<file path="src/include/ptc_consts.vh">
// constants for the trigger and timestamp control block
`ifndef PTC_CONSTS_VH
`define PTC_CONSTS_VH
`define PTC_OFF_TRIG_SEQ       12'h540
`define PTC_OFF_CASC_INTERVAL  12'h544
`define PTC_OFF_PULSE_LEN      12'h548
`define PTC_OFF_TS_STAT        12'h550
`define PTC_OFF_UNIT_SEL       12'h560
`define PTC_OFF_TRIG_CTRL      12'h564
`define PTC_OFF_TRIG_TARGET    12'h568
`define PTC_OFF_CYCLE_WIDTH    12'h56C
`define PTC_CYC_CNT_HI         31
`define PTC_CYC_CNT_LO         16
`define PTC_PAT_HI             15
`define PTC_PAT_LO             0
`define PTC_PPS_HI             23
`define PTC_PPS_LO             16
`define PTC_PW_HI              15
`define PTC_PW_LO              0
`define PTC_CNT_HI             20
`define PTC_CNT_LO             17
`define PTC_OVF_BIT            16
`define PTC_RISE_BIT           7
`define PTC_FALL_BIT           6
`define PTC_LAST_BIT           5
`define PTC_UPSEL_BIT          1
`define PTC_JOIN_BIT           0
`define PTC_CNT_MAX            4'hF
`define PTC_MODE_PATTERN       3'h6
`define PTC_MODE_PULSE_POS     3'h5
`define PTC_MODE_PULSE_NEG     3'h4
`define PTC_CLK_PERIOD_PS      4000
`define PTC_NS_STEP_PS         1000
`define PTC_PW_STEP_PS         8000
`define PTC_NS_INC             ((`PTC_CLK_PERIOD_PS) / (`PTC_NS_STEP_PS))
`define PTC_PW_STEP_CYC        ((`PTC_PW_STEP_PS) / (`PTC_CLK_PERIOD_PS))
`define PTC_EVT_MAX_MHZ        25
`define PTC_RST_ZERO32         32'h00000000
`endif

</file>
<file path="src/ptc_trig_ts_ctrl.v">
// trigger output and timestamp input control with apb registers
//
// The APB register port was chosen for this implementation.
`timescale 1ns/1ps
`include "ptc_consts.vh"

// What this block does
// - unit index selects trigger register instance
// - cycle count bits 31:16, zero repeats forever
// - bits 15:0 hold shifted bit pattern
// - cascade adds interval to target time
// - interval counted in one nanosecond steps
// - bits 23:16 extend pulse width upward
// - pulse width counted in 8 ns steps
// - read-only edge count at bits 20:17
// - single mode records up to fifteen events
// - edges detected at rates up to 25 MHz
// - overflow flag bit 16, zero until overflow
// - in cascade only tail sets overflow
// - count saturates at fifteen after overflow
// - bit 7 enables rising edge detection
// - bit 6 enables falling edge detection
// - bit 5 marks last unit of chain
// - bit 1 picks upstream done source unit
// - bit 0 joins unit into cascade
// - mode 110 drives output from pattern
// - cycle width sets period in ns steps
module ptc_trig_ts_ctrl #(
  parameter N_TRIG = 4,
  parameter N_TS   = 2
) (
  // clock and reset
  input  wire               ref_clk_i,
  input  wire               rst_n_i,
  // apb slave
  input  wire               psel_i,
  input  wire               penable_i,
  input  wire               pwrite_i,
  input  wire [11:0]        paddr_i,
  input  wire [31:0]        pwdata_i,
  output reg  [31:0]        prdata_o,
  output reg                pready_o,
  output reg                pslverr_o,
  // event inputs and trigger outputs
  input  wire [N_TS-1:0]    evt_in_i,
  output reg  [N_TRIG-1:0]  trig_out_o
);

  // apb decode
  wire        acc     = psel_i & penable_i & ~pready_o;
  wire        wr      = acc & pwrite_i;
  wire        hit_seq = paddr_i == `PTC_OFF_TRIG_SEQ;
  wire        hit_civ = paddr_i == `PTC_OFF_CASC_INTERVAL;
  wire        hit_pl  = paddr_i == `PTC_OFF_PULSE_LEN;
  wire        hit_ts  = paddr_i == `PTC_OFF_TS_STAT;
  wire        hit_sel = paddr_i == `PTC_OFF_UNIT_SEL;
  wire        hit_tc  = paddr_i == `PTC_OFF_TRIG_CTRL;
  wire        hit_tt  = paddr_i == `PTC_OFF_TRIG_TARGET;
  wire        hit_cw  = paddr_i == `PTC_OFF_CYCLE_WIDTH;
  wire        hit_any = hit_seq | hit_civ | hit_pl | hit_ts | hit_sel | hit_tc | hit_tt | hit_cw;

  // global unit index: trigger [1:0], timestamp [8]
  reg  [1:0]  trig_sel_reg;
  reg         ts_sel_reg;
  // free-running nanosecond time base
  reg  [31:0] now_ns_reg;

  // per trigger unit storage
  reg  [31:0] seq_reg      [0:N_TRIG-1];
  reg  [31:0] civ_reg      [0:N_TRIG-1];
  reg  [23:0] pl_reg       [0:N_TRIG-1];
  reg  [3:0]  tctl_reg     [0:N_TRIG-1];
  reg  [31:0] target_reg   [0:N_TRIG-1];
  reg  [31:0] cyc_w_reg    [0:N_TRIG-1];
  // per timestamp unit storage
  reg  [3:0]  cnt_reg      [0:N_TS-1];
  reg         ovf_reg      [0:N_TS-1];
  reg  [4:0]  tsctl_reg    [0:N_TS-1];
  reg         evt_d_reg    [0:N_TS-1];
  reg         done_reg     [0:N_TS-1];

  always @(posedge ref_clk_i or negedge rst_n_i) begin
    if (!rst_n_i) begin
      trig_sel_reg <= 2'h0;
      ts_sel_reg   <= 1'h0;
      now_ns_reg   <= `PTC_RST_ZERO32;
    end else begin
      now_ns_reg <= now_ns_reg + `PTC_NS_INC;
      if (wr && hit_sel) begin
        trig_sel_reg <= pwdata_i[1:0];
        ts_sel_reg   <= pwdata_i[8];
      end
    end
  end

  genvar g;
  generate
    for (g = 0; g < N_TRIG; g = g + 1) begin : g_trig
      // tctl: [0] enable, [3:1] waveform mode
      wire        sel_me = trig_sel_reg == g;
      wire [2:0]  mode   = tctl_reg[g][3:1];
      wire [31:0] pw_cyc = {8'h00, pl_reg[g]} * `PTC_PW_STEP_CYC;
      wire [31:0] cyc_cy = cyc_w_reg[g] / `PTC_NS_INC;
      reg  [31:0] ph_reg;
      reg  [15:0] done_cyc_reg;
      reg  [3:0]  bit_reg;
      reg         run_reg;
      always @(posedge ref_clk_i or negedge rst_n_i) begin
        if (!rst_n_i) begin
          seq_reg[g]    <= `PTC_RST_ZERO32;
          civ_reg[g]    <= `PTC_RST_ZERO32;
          pl_reg[g]     <= 24'h000000;
          tctl_reg[g]   <= 4'h0;
          target_reg[g] <= `PTC_RST_ZERO32;
          cyc_w_reg[g]  <= `PTC_RST_ZERO32;
          ph_reg        <= `PTC_RST_ZERO32;
          done_cyc_reg  <= 16'h0000;
          bit_reg       <= 4'h0;
          run_reg       <= 1'b0;
          trig_out_o[g] <= 1'b0;
        end else begin
          if (wr && sel_me) begin
            if (hit_seq) seq_reg[g] <= pwdata_i;
            if (hit_civ) civ_reg[g] <= pwdata_i;
            if (hit_pl) pl_reg[g] <= pwdata_i[`PTC_PPS_HI:`PTC_PW_LO];
            if (hit_tc) tctl_reg[g] <= pwdata_i[3:0];
            if (hit_tt) target_reg[g] <= pwdata_i;
            if (hit_cw) cyc_w_reg[g] <= pwdata_i;
          end
          if (!run_reg) begin
            if (tctl_reg[g][0] && now_ns_reg == target_reg[g]) begin
              run_reg      <= 1'b1;
              ph_reg       <= `PTC_RST_ZERO32;
              done_cyc_reg <= 16'h0000;
              bit_reg      <= 4'h0;
            end
          end else if (!tctl_reg[g][0]) begin
            run_reg <= 1'b0;
          end else if (mode == `PTC_MODE_PATTERN) begin
            trig_out_o[g] <= seq_reg[g][bit_reg];
            if (ph_reg + 32'h1 >= pw_cyc) begin
              ph_reg  <= `PTC_RST_ZERO32;
              bit_reg <= bit_reg + 4'h1;
              if (bit_reg == 4'hF) begin
                done_cyc_reg <= done_cyc_reg + 16'h1;
                if (seq_reg[g][`PTC_CYC_CNT_HI:`PTC_CYC_CNT_LO] != 16'h0000 &&
                    done_cyc_reg + 16'h1 == seq_reg[g][`PTC_CYC_CNT_HI:`PTC_CYC_CNT_LO]) begin
                  run_reg       <= 1'b0;
                  target_reg[g] <= target_reg[g] + civ_reg[g];
                end
              end
            end else begin
              ph_reg <= ph_reg + 32'h1;
            end
          end else begin
            // pulse inside each period of cycle width
            trig_out_o[g] <= (ph_reg < pw_cyc) ^ (mode == `PTC_MODE_PULSE_NEG);
            if (ph_reg + 32'h1 >= cyc_cy) begin
              ph_reg       <= `PTC_RST_ZERO32;
              done_cyc_reg <= done_cyc_reg + 16'h1;
              if (seq_reg[g][`PTC_CYC_CNT_HI:`PTC_CYC_CNT_LO] != 16'h0000 &&
                  done_cyc_reg + 16'h1 == seq_reg[g][`PTC_CYC_CNT_HI:`PTC_CYC_CNT_LO]) begin
                run_reg       <= 1'b0;
                target_reg[g] <= target_reg[g] + civ_reg[g];
              end
            end else begin
              ph_reg <= ph_reg + 32'h1;
            end
          end
        end
      end
    end

    for (g = 0; g < N_TS; g = g + 1) begin : g_ts
      wire sel_me = ts_sel_reg == g;
      wire rise   = evt_in_i[g] & ~evt_d_reg[g];
      wire fall   = ~evt_in_i[g] & evt_d_reg[g];
      // edges sampled every clock, well above 25 MHz
      wire hit    = (rise & tsctl_reg[g][4]) | (fall & tsctl_reg[g][3]);
      wire up_done = done_reg[tsctl_reg[g][1]];
      wire chained = tsctl_reg[g][0];
      wire is_last = tsctl_reg[g][2];
      wire may_ovf = ~chained | is_last;
      wire clr     = wr && sel_me && hit_ts;
      always @(posedge ref_clk_i or negedge rst_n_i) begin
        if (!rst_n_i) begin
          cnt_reg[g]   <= 4'h0;
          ovf_reg[g]   <= 1'b0;
          tsctl_reg[g] <= 5'h00;
          evt_d_reg[g] <= 1'b0;
          done_reg[g]  <= 1'b0;
        end else begin
          evt_d_reg[g] <= evt_in_i[g];
          if (clr) begin
            tsctl_reg[g] <= {pwdata_i[`PTC_RISE_BIT], pwdata_i[`PTC_FALL_BIT],
                             pwdata_i[`PTC_LAST_BIT], pwdata_i[`PTC_UPSEL_BIT],
                             pwdata_i[`PTC_JOIN_BIT]};
          end
          // in cascade, arm only after upstream unit is done; unit 0 always arms
          if (hit && (!chained || up_done || g == 0)) begin
            if (cnt_reg[g] == `PTC_CNT_MAX) begin
              if (may_ovf) ovf_reg[g] <= 1'b1;
              if (chained) done_reg[g] <= 1'b1;
            end else begin
              cnt_reg[g] <= cnt_reg[g] + 4'h1;
            end
          end
        end
      end
    end
  endgenerate

  // read mux
  reg [31:0] rd;
  always @* begin
    rd = `PTC_RST_ZERO32;
    if (hit_seq) rd = seq_reg[trig_sel_reg];
    if (hit_civ) rd = civ_reg[trig_sel_reg];
    if (hit_pl)  rd = {8'h00, pl_reg[trig_sel_reg]};
    if (hit_tc)  rd = {28'h0000000, tctl_reg[trig_sel_reg]};
    if (hit_tt)  rd = target_reg[trig_sel_reg];
    if (hit_cw)  rd = cyc_w_reg[trig_sel_reg];
    if (hit_sel) rd = {23'h000000, ts_sel_reg, 6'h00, trig_sel_reg};
    if (hit_ts) begin
      rd[`PTC_CNT_HI:`PTC_CNT_LO] = cnt_reg[ts_sel_reg];
      rd[`PTC_OVF_BIT]   = ovf_reg[ts_sel_reg];
      rd[`PTC_RISE_BIT]  = tsctl_reg[ts_sel_reg][4];
      rd[`PTC_FALL_BIT]  = tsctl_reg[ts_sel_reg][3];
      rd[`PTC_LAST_BIT]  = tsctl_reg[ts_sel_reg][2];
      rd[`PTC_UPSEL_BIT] = tsctl_reg[ts_sel_reg][1];
      rd[`PTC_JOIN_BIT]  = tsctl_reg[ts_sel_reg][0];
    end
  end

  always @(posedge ref_clk_i or negedge rst_n_i) begin
    if (!rst_n_i) begin
      prdata_o  <= `PTC_RST_ZERO32;
      pready_o  <= 1'b0;
      pslverr_o <= 1'b0;
    end else begin
      pready_o  <= acc;
      pslverr_o <= acc & ~hit_any;
      if (acc && !pwrite_i) prdata_o <= rd;
    end
  end

endmodule

</file>
<file path="config.mk">
export PLATFORM = sky130hd
export DESIGN_NAME = ptc_trig_ts_ctrl
export DESIGN_NICKNAME = d
export VERILOG_FILES = /design/src/ptc_trig_ts_ctrl.v
export VERILOG_INCLUDE_DIRS = /design/src /design/src/include
export SDC_FILE = /design/constraint.sdc
export NUM_CORES = 2
export LEC_CHECK = 0
export ABC_CLOCK_PERIOD_IN_PS = 10050
export BUFFER_PORTS_ARGS = -buffer_cell sky130_fd_sc_hd__buf_4
export CORE_UTILIZATION = 39
export CTS_CLUSTER_DIAMETER = 80
export DETAILED_ROUTE_END_ITERATION = 10
export PLACE_DENSITY = 0.63
export SLEW_MARGIN = 10
export SYNTH_ARGS = -nofsm -noshare
export SYNTH_HDL_FRONTEND = slang
export SYNTH_SLANG_ARGS = --single-unit
</file>
<file path="constraint.sdc">
create_clock -name ref_clk_i -period 10.05 [get_ports ref_clk_i]
set_input_delay 2.01 -clock ref_clk_i [delete_from_list [all_inputs] [get_ports ref_clk_i]]
set_output_delay 2.01 -clock ref_clk_i [all_outputs]
set_load 0.01 [all_outputs]
</file>
Word level (Yosys, flattened, before mapping)
Index checks and enable logic that the tools add are counted.
{ "classes": {"eq_ne": 57, "n_mux": 192, "magnitude_cmp": 19, "n_bitwise": 41, "n_reduce_logical": 73, "addsub": 19} }
{ "op_table": {"columns": ["operator", "count"], "rows": [
  ["$mux 32", 75],
  ["$mux 16", 28],
  ["$bmux 32 s2", 4],
  ["$add 32x1->32 const B", 4],
  ["$add 32x32->32", 4],
  ["$eq 32x32->1", 4],
  ["$ge 32x25->1", 4],
  ["$ge 32x30->1", 4],
  ["$lt 32x25->1", 4],
  ["$mux 4", 25],
  ["$eq 12x11->1 const B", 8],
  ["$add 16x1->16 const B", 4],
  ["$eq 16x16->1", 4],
  ["$reduce_bool 16->1", 4],
  ["$reduce_and 2->1", 30],
  ["$bmux 24 s2", 1],
  ["$mux 24", 2],
  ["$mux 1", 46],
  ["$add 32x3->32 const B", 1],
  ["$add 4x1->4 const B", 6],
  ["$eq 3x3->1 const B", 8],
  ["$eq 4x4->1 const B", 6],
  ["$lt 4x6->1 const B", 4],
  ["$ne 3x2->1 const B", 8],
  ["other kinds (26)", 113]
]} }
{ "totals": {"out_inout_bits": 38, "inputBits": 51, "regBits": 933, "wordCells": 461} }

Depth between registers and ports, before layout
{ "logic_depth": {"depth_word": 12, "ltp_mapped": 22} }

Worst setup path after synthesis
OpenSTA, ideal clock, no wires.
{ "synth_timing": {"path_type": "register to register", "startpoint": "reg g_trig[2].ph_reg[2]", "endpoint": "reg target_reg[63] (netlist bit)", "path_stages_with_launch": 20, "required_ns": 9.976, "setup_ns": 0.074, "setup_slack_ns": 5.219, "arrival_time_ns": 4.757, "period_less_slack_ns": 4.831, "cell_sequence": "dfrtp_1 -> buf_2 -> nand2_1 -> or3_1 -> buf_2 -> or4_1 -> buf_2 -> o21a_1 -> or2_2 -> ha_1 -> nand2_1 -> or3_1 -> nor3_1 -> nand2_1 -> o31ai_1 -> o21a_4 -> nand3_4 -> or4_4 -> mux2_4 -> o21ai_2"} }
{ "synth_via": {"elab_chain_len": 6, "elab_cells_between_ends": 8, "cone_classes": "add/sub: 1; order compare: 2; mux: 5"} }
{ "synth_rtl": {"columns": ["item", "line", "source"], "rows": [
  ["start: declaration", "ptc_trig_ts_ctrl.v:104", "reg [31:0] ph_reg;"],
  ["start signal: assignment", "ptc_trig_ts_ctrl.v:116", "ph_reg <= `PTC_RST_ZERO32;"],
  ["start signal: assignment", "ptc_trig_ts_ctrl.v:133", "ph_reg <= `PTC_RST_ZERO32;"],
  ["start signal: assignment", "ptc_trig_ts_ctrl.v:142", "ph_reg <= `PTC_RST_ZERO32;"],
  ["$add 32x1->32 *", "ptc_trig_ts_ctrl.v:141, ptc_trig_ts_ctrl.v:158", null],
  ["$ge 32x30->1 / $ge 32x25->1 (equally long branches)", "ptc_trig_ts_ctrl.v:158, ptc_trig_ts_ctrl.v:141", null],
  ["$mux 32 (on tied branches)", "ptc_trig_ts_ctrl.v:158, ptc_trig_ts_ctrl.v:141", null],
  ["$mux 32 *", "ptc_trig_ts_ctrl.v:139", "end else if (mode == `PTC_MODE_PATTERN) begin"],
  ["$mux 32 *", "ptc_trig_ts_ctrl.v:137", "end else if (!tctl_reg[g][0]) begin"],
  ["$mux 32 *", "ptc_trig_ts_ctrl.v:130", "if (!run_reg) begin"],
  ["end signal: indexed assignment", "ptc_trig_ts_ctrl.v:127", "if (hit_tt) target_reg[g] <= pwdata_i;"],
  ["end signal: indexed assignment", "ptc_trig_ts_ctrl.v:149", "target_reg[g] <= target_reg[g] + civ_reg[g];"],
  ["end signal: indexed assignment", "ptc_trig_ts_ctrl.v:164", "target_reg[g] <= target_reg[g] + civ_reg[g];"],
  ["end: declaration", "ptc_trig_ts_ctrl.v:73", "reg [31:0] target_reg [0:N_TRIG-1];"]
]} }
Mark *: on every way between the ends. The rest lies on a longest branch, timed or not.
A chain may end at the register's enable or synchronous reset.

Worst setup path in the final report
{ "layout_timing": {"startpoint": "reg g_trig[1].ph_reg[2]", "endpoint": "reg target_reg[95] (netlist bit)"} }
{ "layout_via": {"elab_chain_len": 6, "elab_cells_between_ends": 8, "cone_classes": "add/sub: 1; order compare: 2; mux: 5"} }
{ "layout_rtl": {"columns": ["item", "line"], "rows": [
  ["start: declaration", "ptc_trig_ts_ctrl.v:104"],
  ["start signal: assignment", "ptc_trig_ts_ctrl.v:116"],
  ["start signal: assignment", "ptc_trig_ts_ctrl.v:133"],
  ["start signal: assignment", "ptc_trig_ts_ctrl.v:142"],
  ["$add 32x1->32 *", "ptc_trig_ts_ctrl.v:141, ptc_trig_ts_ctrl.v:158"],
  ["$ge 32x30->1 / $ge 32x25->1 (equally long branches)", "ptc_trig_ts_ctrl.v:158, ptc_trig_ts_ctrl.v:141"],
  ["$mux 32 (on tied branches)", "ptc_trig_ts_ctrl.v:158, ptc_trig_ts_ctrl.v:141"],
  ["$mux 32 *", "ptc_trig_ts_ctrl.v:139"],
  ["$mux 32 *", "ptc_trig_ts_ctrl.v:137"],
  ["$mux 32 *", "ptc_trig_ts_ctrl.v:130"]
]} }
Marks and branches as above.

==> impl_metrics.yaml <==
routing:
  via_count: 49700
  drc: 0
  wl_mm: 215
  drt-wirelength-per-cell_um: 26.3
  ant_nets: 0
  first_iter_violations: 5620
  avgViaCountPerCell: 6.07
  firstDrtPassIters: 8
worst_setup_path:
  worstPathCellList: "nand3_1 -> nor2_1 -> nand2_1 -> nor3_1 -> nand3_1 -> nor3_1 -> nand3_1 -> xnor2_1 -> ha_1 -> nand3_1 -> nor3_1 -> o221ai_1 -> a2bb2oi_1 -> and4_1 -> a311oi_2 -> and3_2 -> buf_4 -> mux2_1 -> nor2_1 -> a311oi_1"
  cp.buffers_inverters: 1
  critPathMaxFanout: 63
  worst_setup_path_start_kind: "flip-flop"
  slowest_stage: "a311oi_2"
  cpPeakStageDelay_ns: 0.80
  rrSetupSlack_ns: 3.68
  end_kind: "flip-flop"
  cp.arrival_ns: 6.96
  r2r-start: "g_trig[1].ph_reg[2]$_DFFE_PN0P_"
  critical_path.top_delay_family: "simple AND/OR/NAND/NOR gates"
  worstPathRequired_ns: 10.64
  path_class: "flip-flop to flip-flop"
  crit_top_cell: "nand3_1"
  crit_start: "g_trig[1].ph_reg[2]$_DFFE_PN0P_"
logic_synthesis:
  async_flop_share: 1.00
  yosysTopAreaCell: "dfrtp_1"
  synth_top_flop_cell: "dfrtp_1"
  synth-edff-count: 0
  avgSynthCellArea_um2: 10.3
  synth.most_common_cell: "dfrtp_1"
  syn_inst: 6106
  seq_area_frac_synth: 0.372
  syn_nets: 6608
  synth_seq_cells: 931
  yosys-top-cells-count: "dfrtp_1, mux2_2, nand2_1"
  synth_cell_type_count: 101
  syn_area_um2: 62700
  synth.area.top_cells: "dfrtp_1, mux2_2, ha_1, mux4_2, xnor2_1"
  yosys_warnings: 0
  synth_top_area_share: 0.372
power_and_ir_drop:
  ir_worst_vdd_v: 0.000148
  clockPowerShare: 0.512
  power.internal_mw: 6.19
  p_sw_frac: 0.235
  p_leak_nw: 31.5
  p_total_mw: 8.09
  power_frac_seq: 0.464
  switching_power_mw: 1.90
  powerDensity_nw_per_um2: 118
  combPwrFrac: 0.024
clock_network:
  cts_resized: 0
  clk_latency_ns: 0.75
  cts-root-buf: "clkbuf_16"
  postCtsSetupRepairBufs: 0
  hold_buffers: 0
  htreeDepth: 3
  clkTransAtPathRegs_ns: 0.06
  clock-sinks: 931
  cts_buffers: 109
  max-clock-path-buffers: 3
  cts_tree: "built"
sta:
  rsz0062_at_grt: "false"
  skew_ns: 0.0274
  period_needed_ns: 6.37
  finalMaxSlewViolations: 0
  finalHoldViolCount: 0
  tightest_slew_ns: 1.23
  slew_headroom: 0.177
  fin_crit_sh: 0.634
  worst_hold_slack_ns: 0.479
  setup_tns_ns: 0
  final-setup-viol-count: 0
  max_clock_freq_mhz: 157
run:
  max_cap_violations: 0
die:
  die_w_um: 403
  core_area_um2: 159000
  die_height_um: 403
  initial_utilization: 0.395
  design.portCount: 89
  die_area_um2: 162000
  placementRows: 146
global_route:
  grt_pass1_vias: 47300
  track_usage: 0.262
  grt_pass1_wl_mm: 319
  antenna_found_initial: 10
  grt_max_degree: 173
  overflow: 0
cells_and_area:
  fin_cells: 8187
  nets: 6521
  syn2layout_area_growth_pct: 9.81
  nFillCells: 15000
  final_util: 0.433
  drive_gt1_frac: 0.184
placed_design:
  place_congestion: 0.985
  hpwl_mm: 160
  port_buffers: 88
  numPlacedInstances: 7979
hold_path:
  min_from: "ovf_reg[1]$_DFFE_PN0P_"
  hp-class: "flip-flop to flip-flop"
outcome:
  status: "finished clean"
[power groups by stage]
stage,combinational [mW],clock [mW],sequential [mW]
final,0.192,4.15,3.75
after floorplan,0.0382,0,3.82
after detailed placement,0.195,0,3.82
after global routing,0.207,4.35,3.75
after CTS,0.195,4.21,3.75
after global placement,0.193,0,3.82
[kinds of logic after synthesis]
family          share of synthesized area
xor+xnor                           0.0666
buf+inv                            0.0413
flops                               0.372
simple gates                        0.123
fa+ha+maj                          0.0905
compound gates                      0.129
mux                                 0.178
[layout by cell type, fill, tap and decap left out, types with 107 or more instances in the layout]
master,Yosys,layout
dfrtp_1,931,929
nand4_1,107,107
xnor2_1,267,267
mux2i_1,129,129
buf_4,2,147
mux4_2,176,176
ha_1,447,447
mux2_2,524,524
nand3_1,165,165
clkbuf_16,0,111
a21o_1,134,134
inv_1,303,303
nor2_1,250,247
o21ai_0,312,311
a21oi_1,280,278
nand2_1,485,483
xor2_1,210,210
[cell type report]
cell class / count / area, µm² / area share
Timing Repair Buffer: 155 / 1250 / 0.0181
Multi-Input combinational cell: 4518 / 36900 / 0.536
Clock buffer: 150 / 3110 / 0.0452
Inverter: 304 / 1140 / 0.0166
Clock inverter: 46 / 551 / 0.00800
Tap cell: 2072 / 2590 / 0.0377
Antenna cell: 11 / 27.5 / 0.000400
Sequential cell: 931 / 23300 / 0.338
[routing by layer]
layer | global-route usage | share of wire | vias to the layer above
li1 | - | - | 22200
met1 | 0.373 | 0.44 | 25000
met2 | 0.380 | 0.42 | 2213
met3 | 0.0627 | 0.10 | 366
met4 | 0.105 | 0.041 | 4
met5 | 0 | 0.000098 | -
[through the flow]
| step | instance area (µm²) | setup slack [ns] |
|---|---|---|
| 6_report | 68800 | 3.68 |
| 5_1_grt | 68800 | 3.18 |
| 4_1_cts | 68800 | 3.74 |
| 3_5_place_dp | 65200 | 3.79 |
| 3_3_place_gp | 65200 | 3.83 |
| 2_1_floorplan | 62700 | 5.22 |
[path summary, 6_finish.rpt]
kind / endpoint / cells after the start
hold reg to reg: ovf_reg[1]$_DFFE_PN0P_ / 1
setup reg to reg: target_reg[95]$_DFF_PN0_ / 20
hold / removal: ovf_reg[1]$_DFFE_PN0P_ / 1
max in group asynchronous: prdata_o[9]$_DFFE_PN0P_ / 3
min in group asynchronous: target_reg[23]$_DFF_PN0_ / 1
setup / recovery: target_reg[95]$_DFF_PN0_ / 20
No activity file was read; power rests on OpenSTA's default activity.
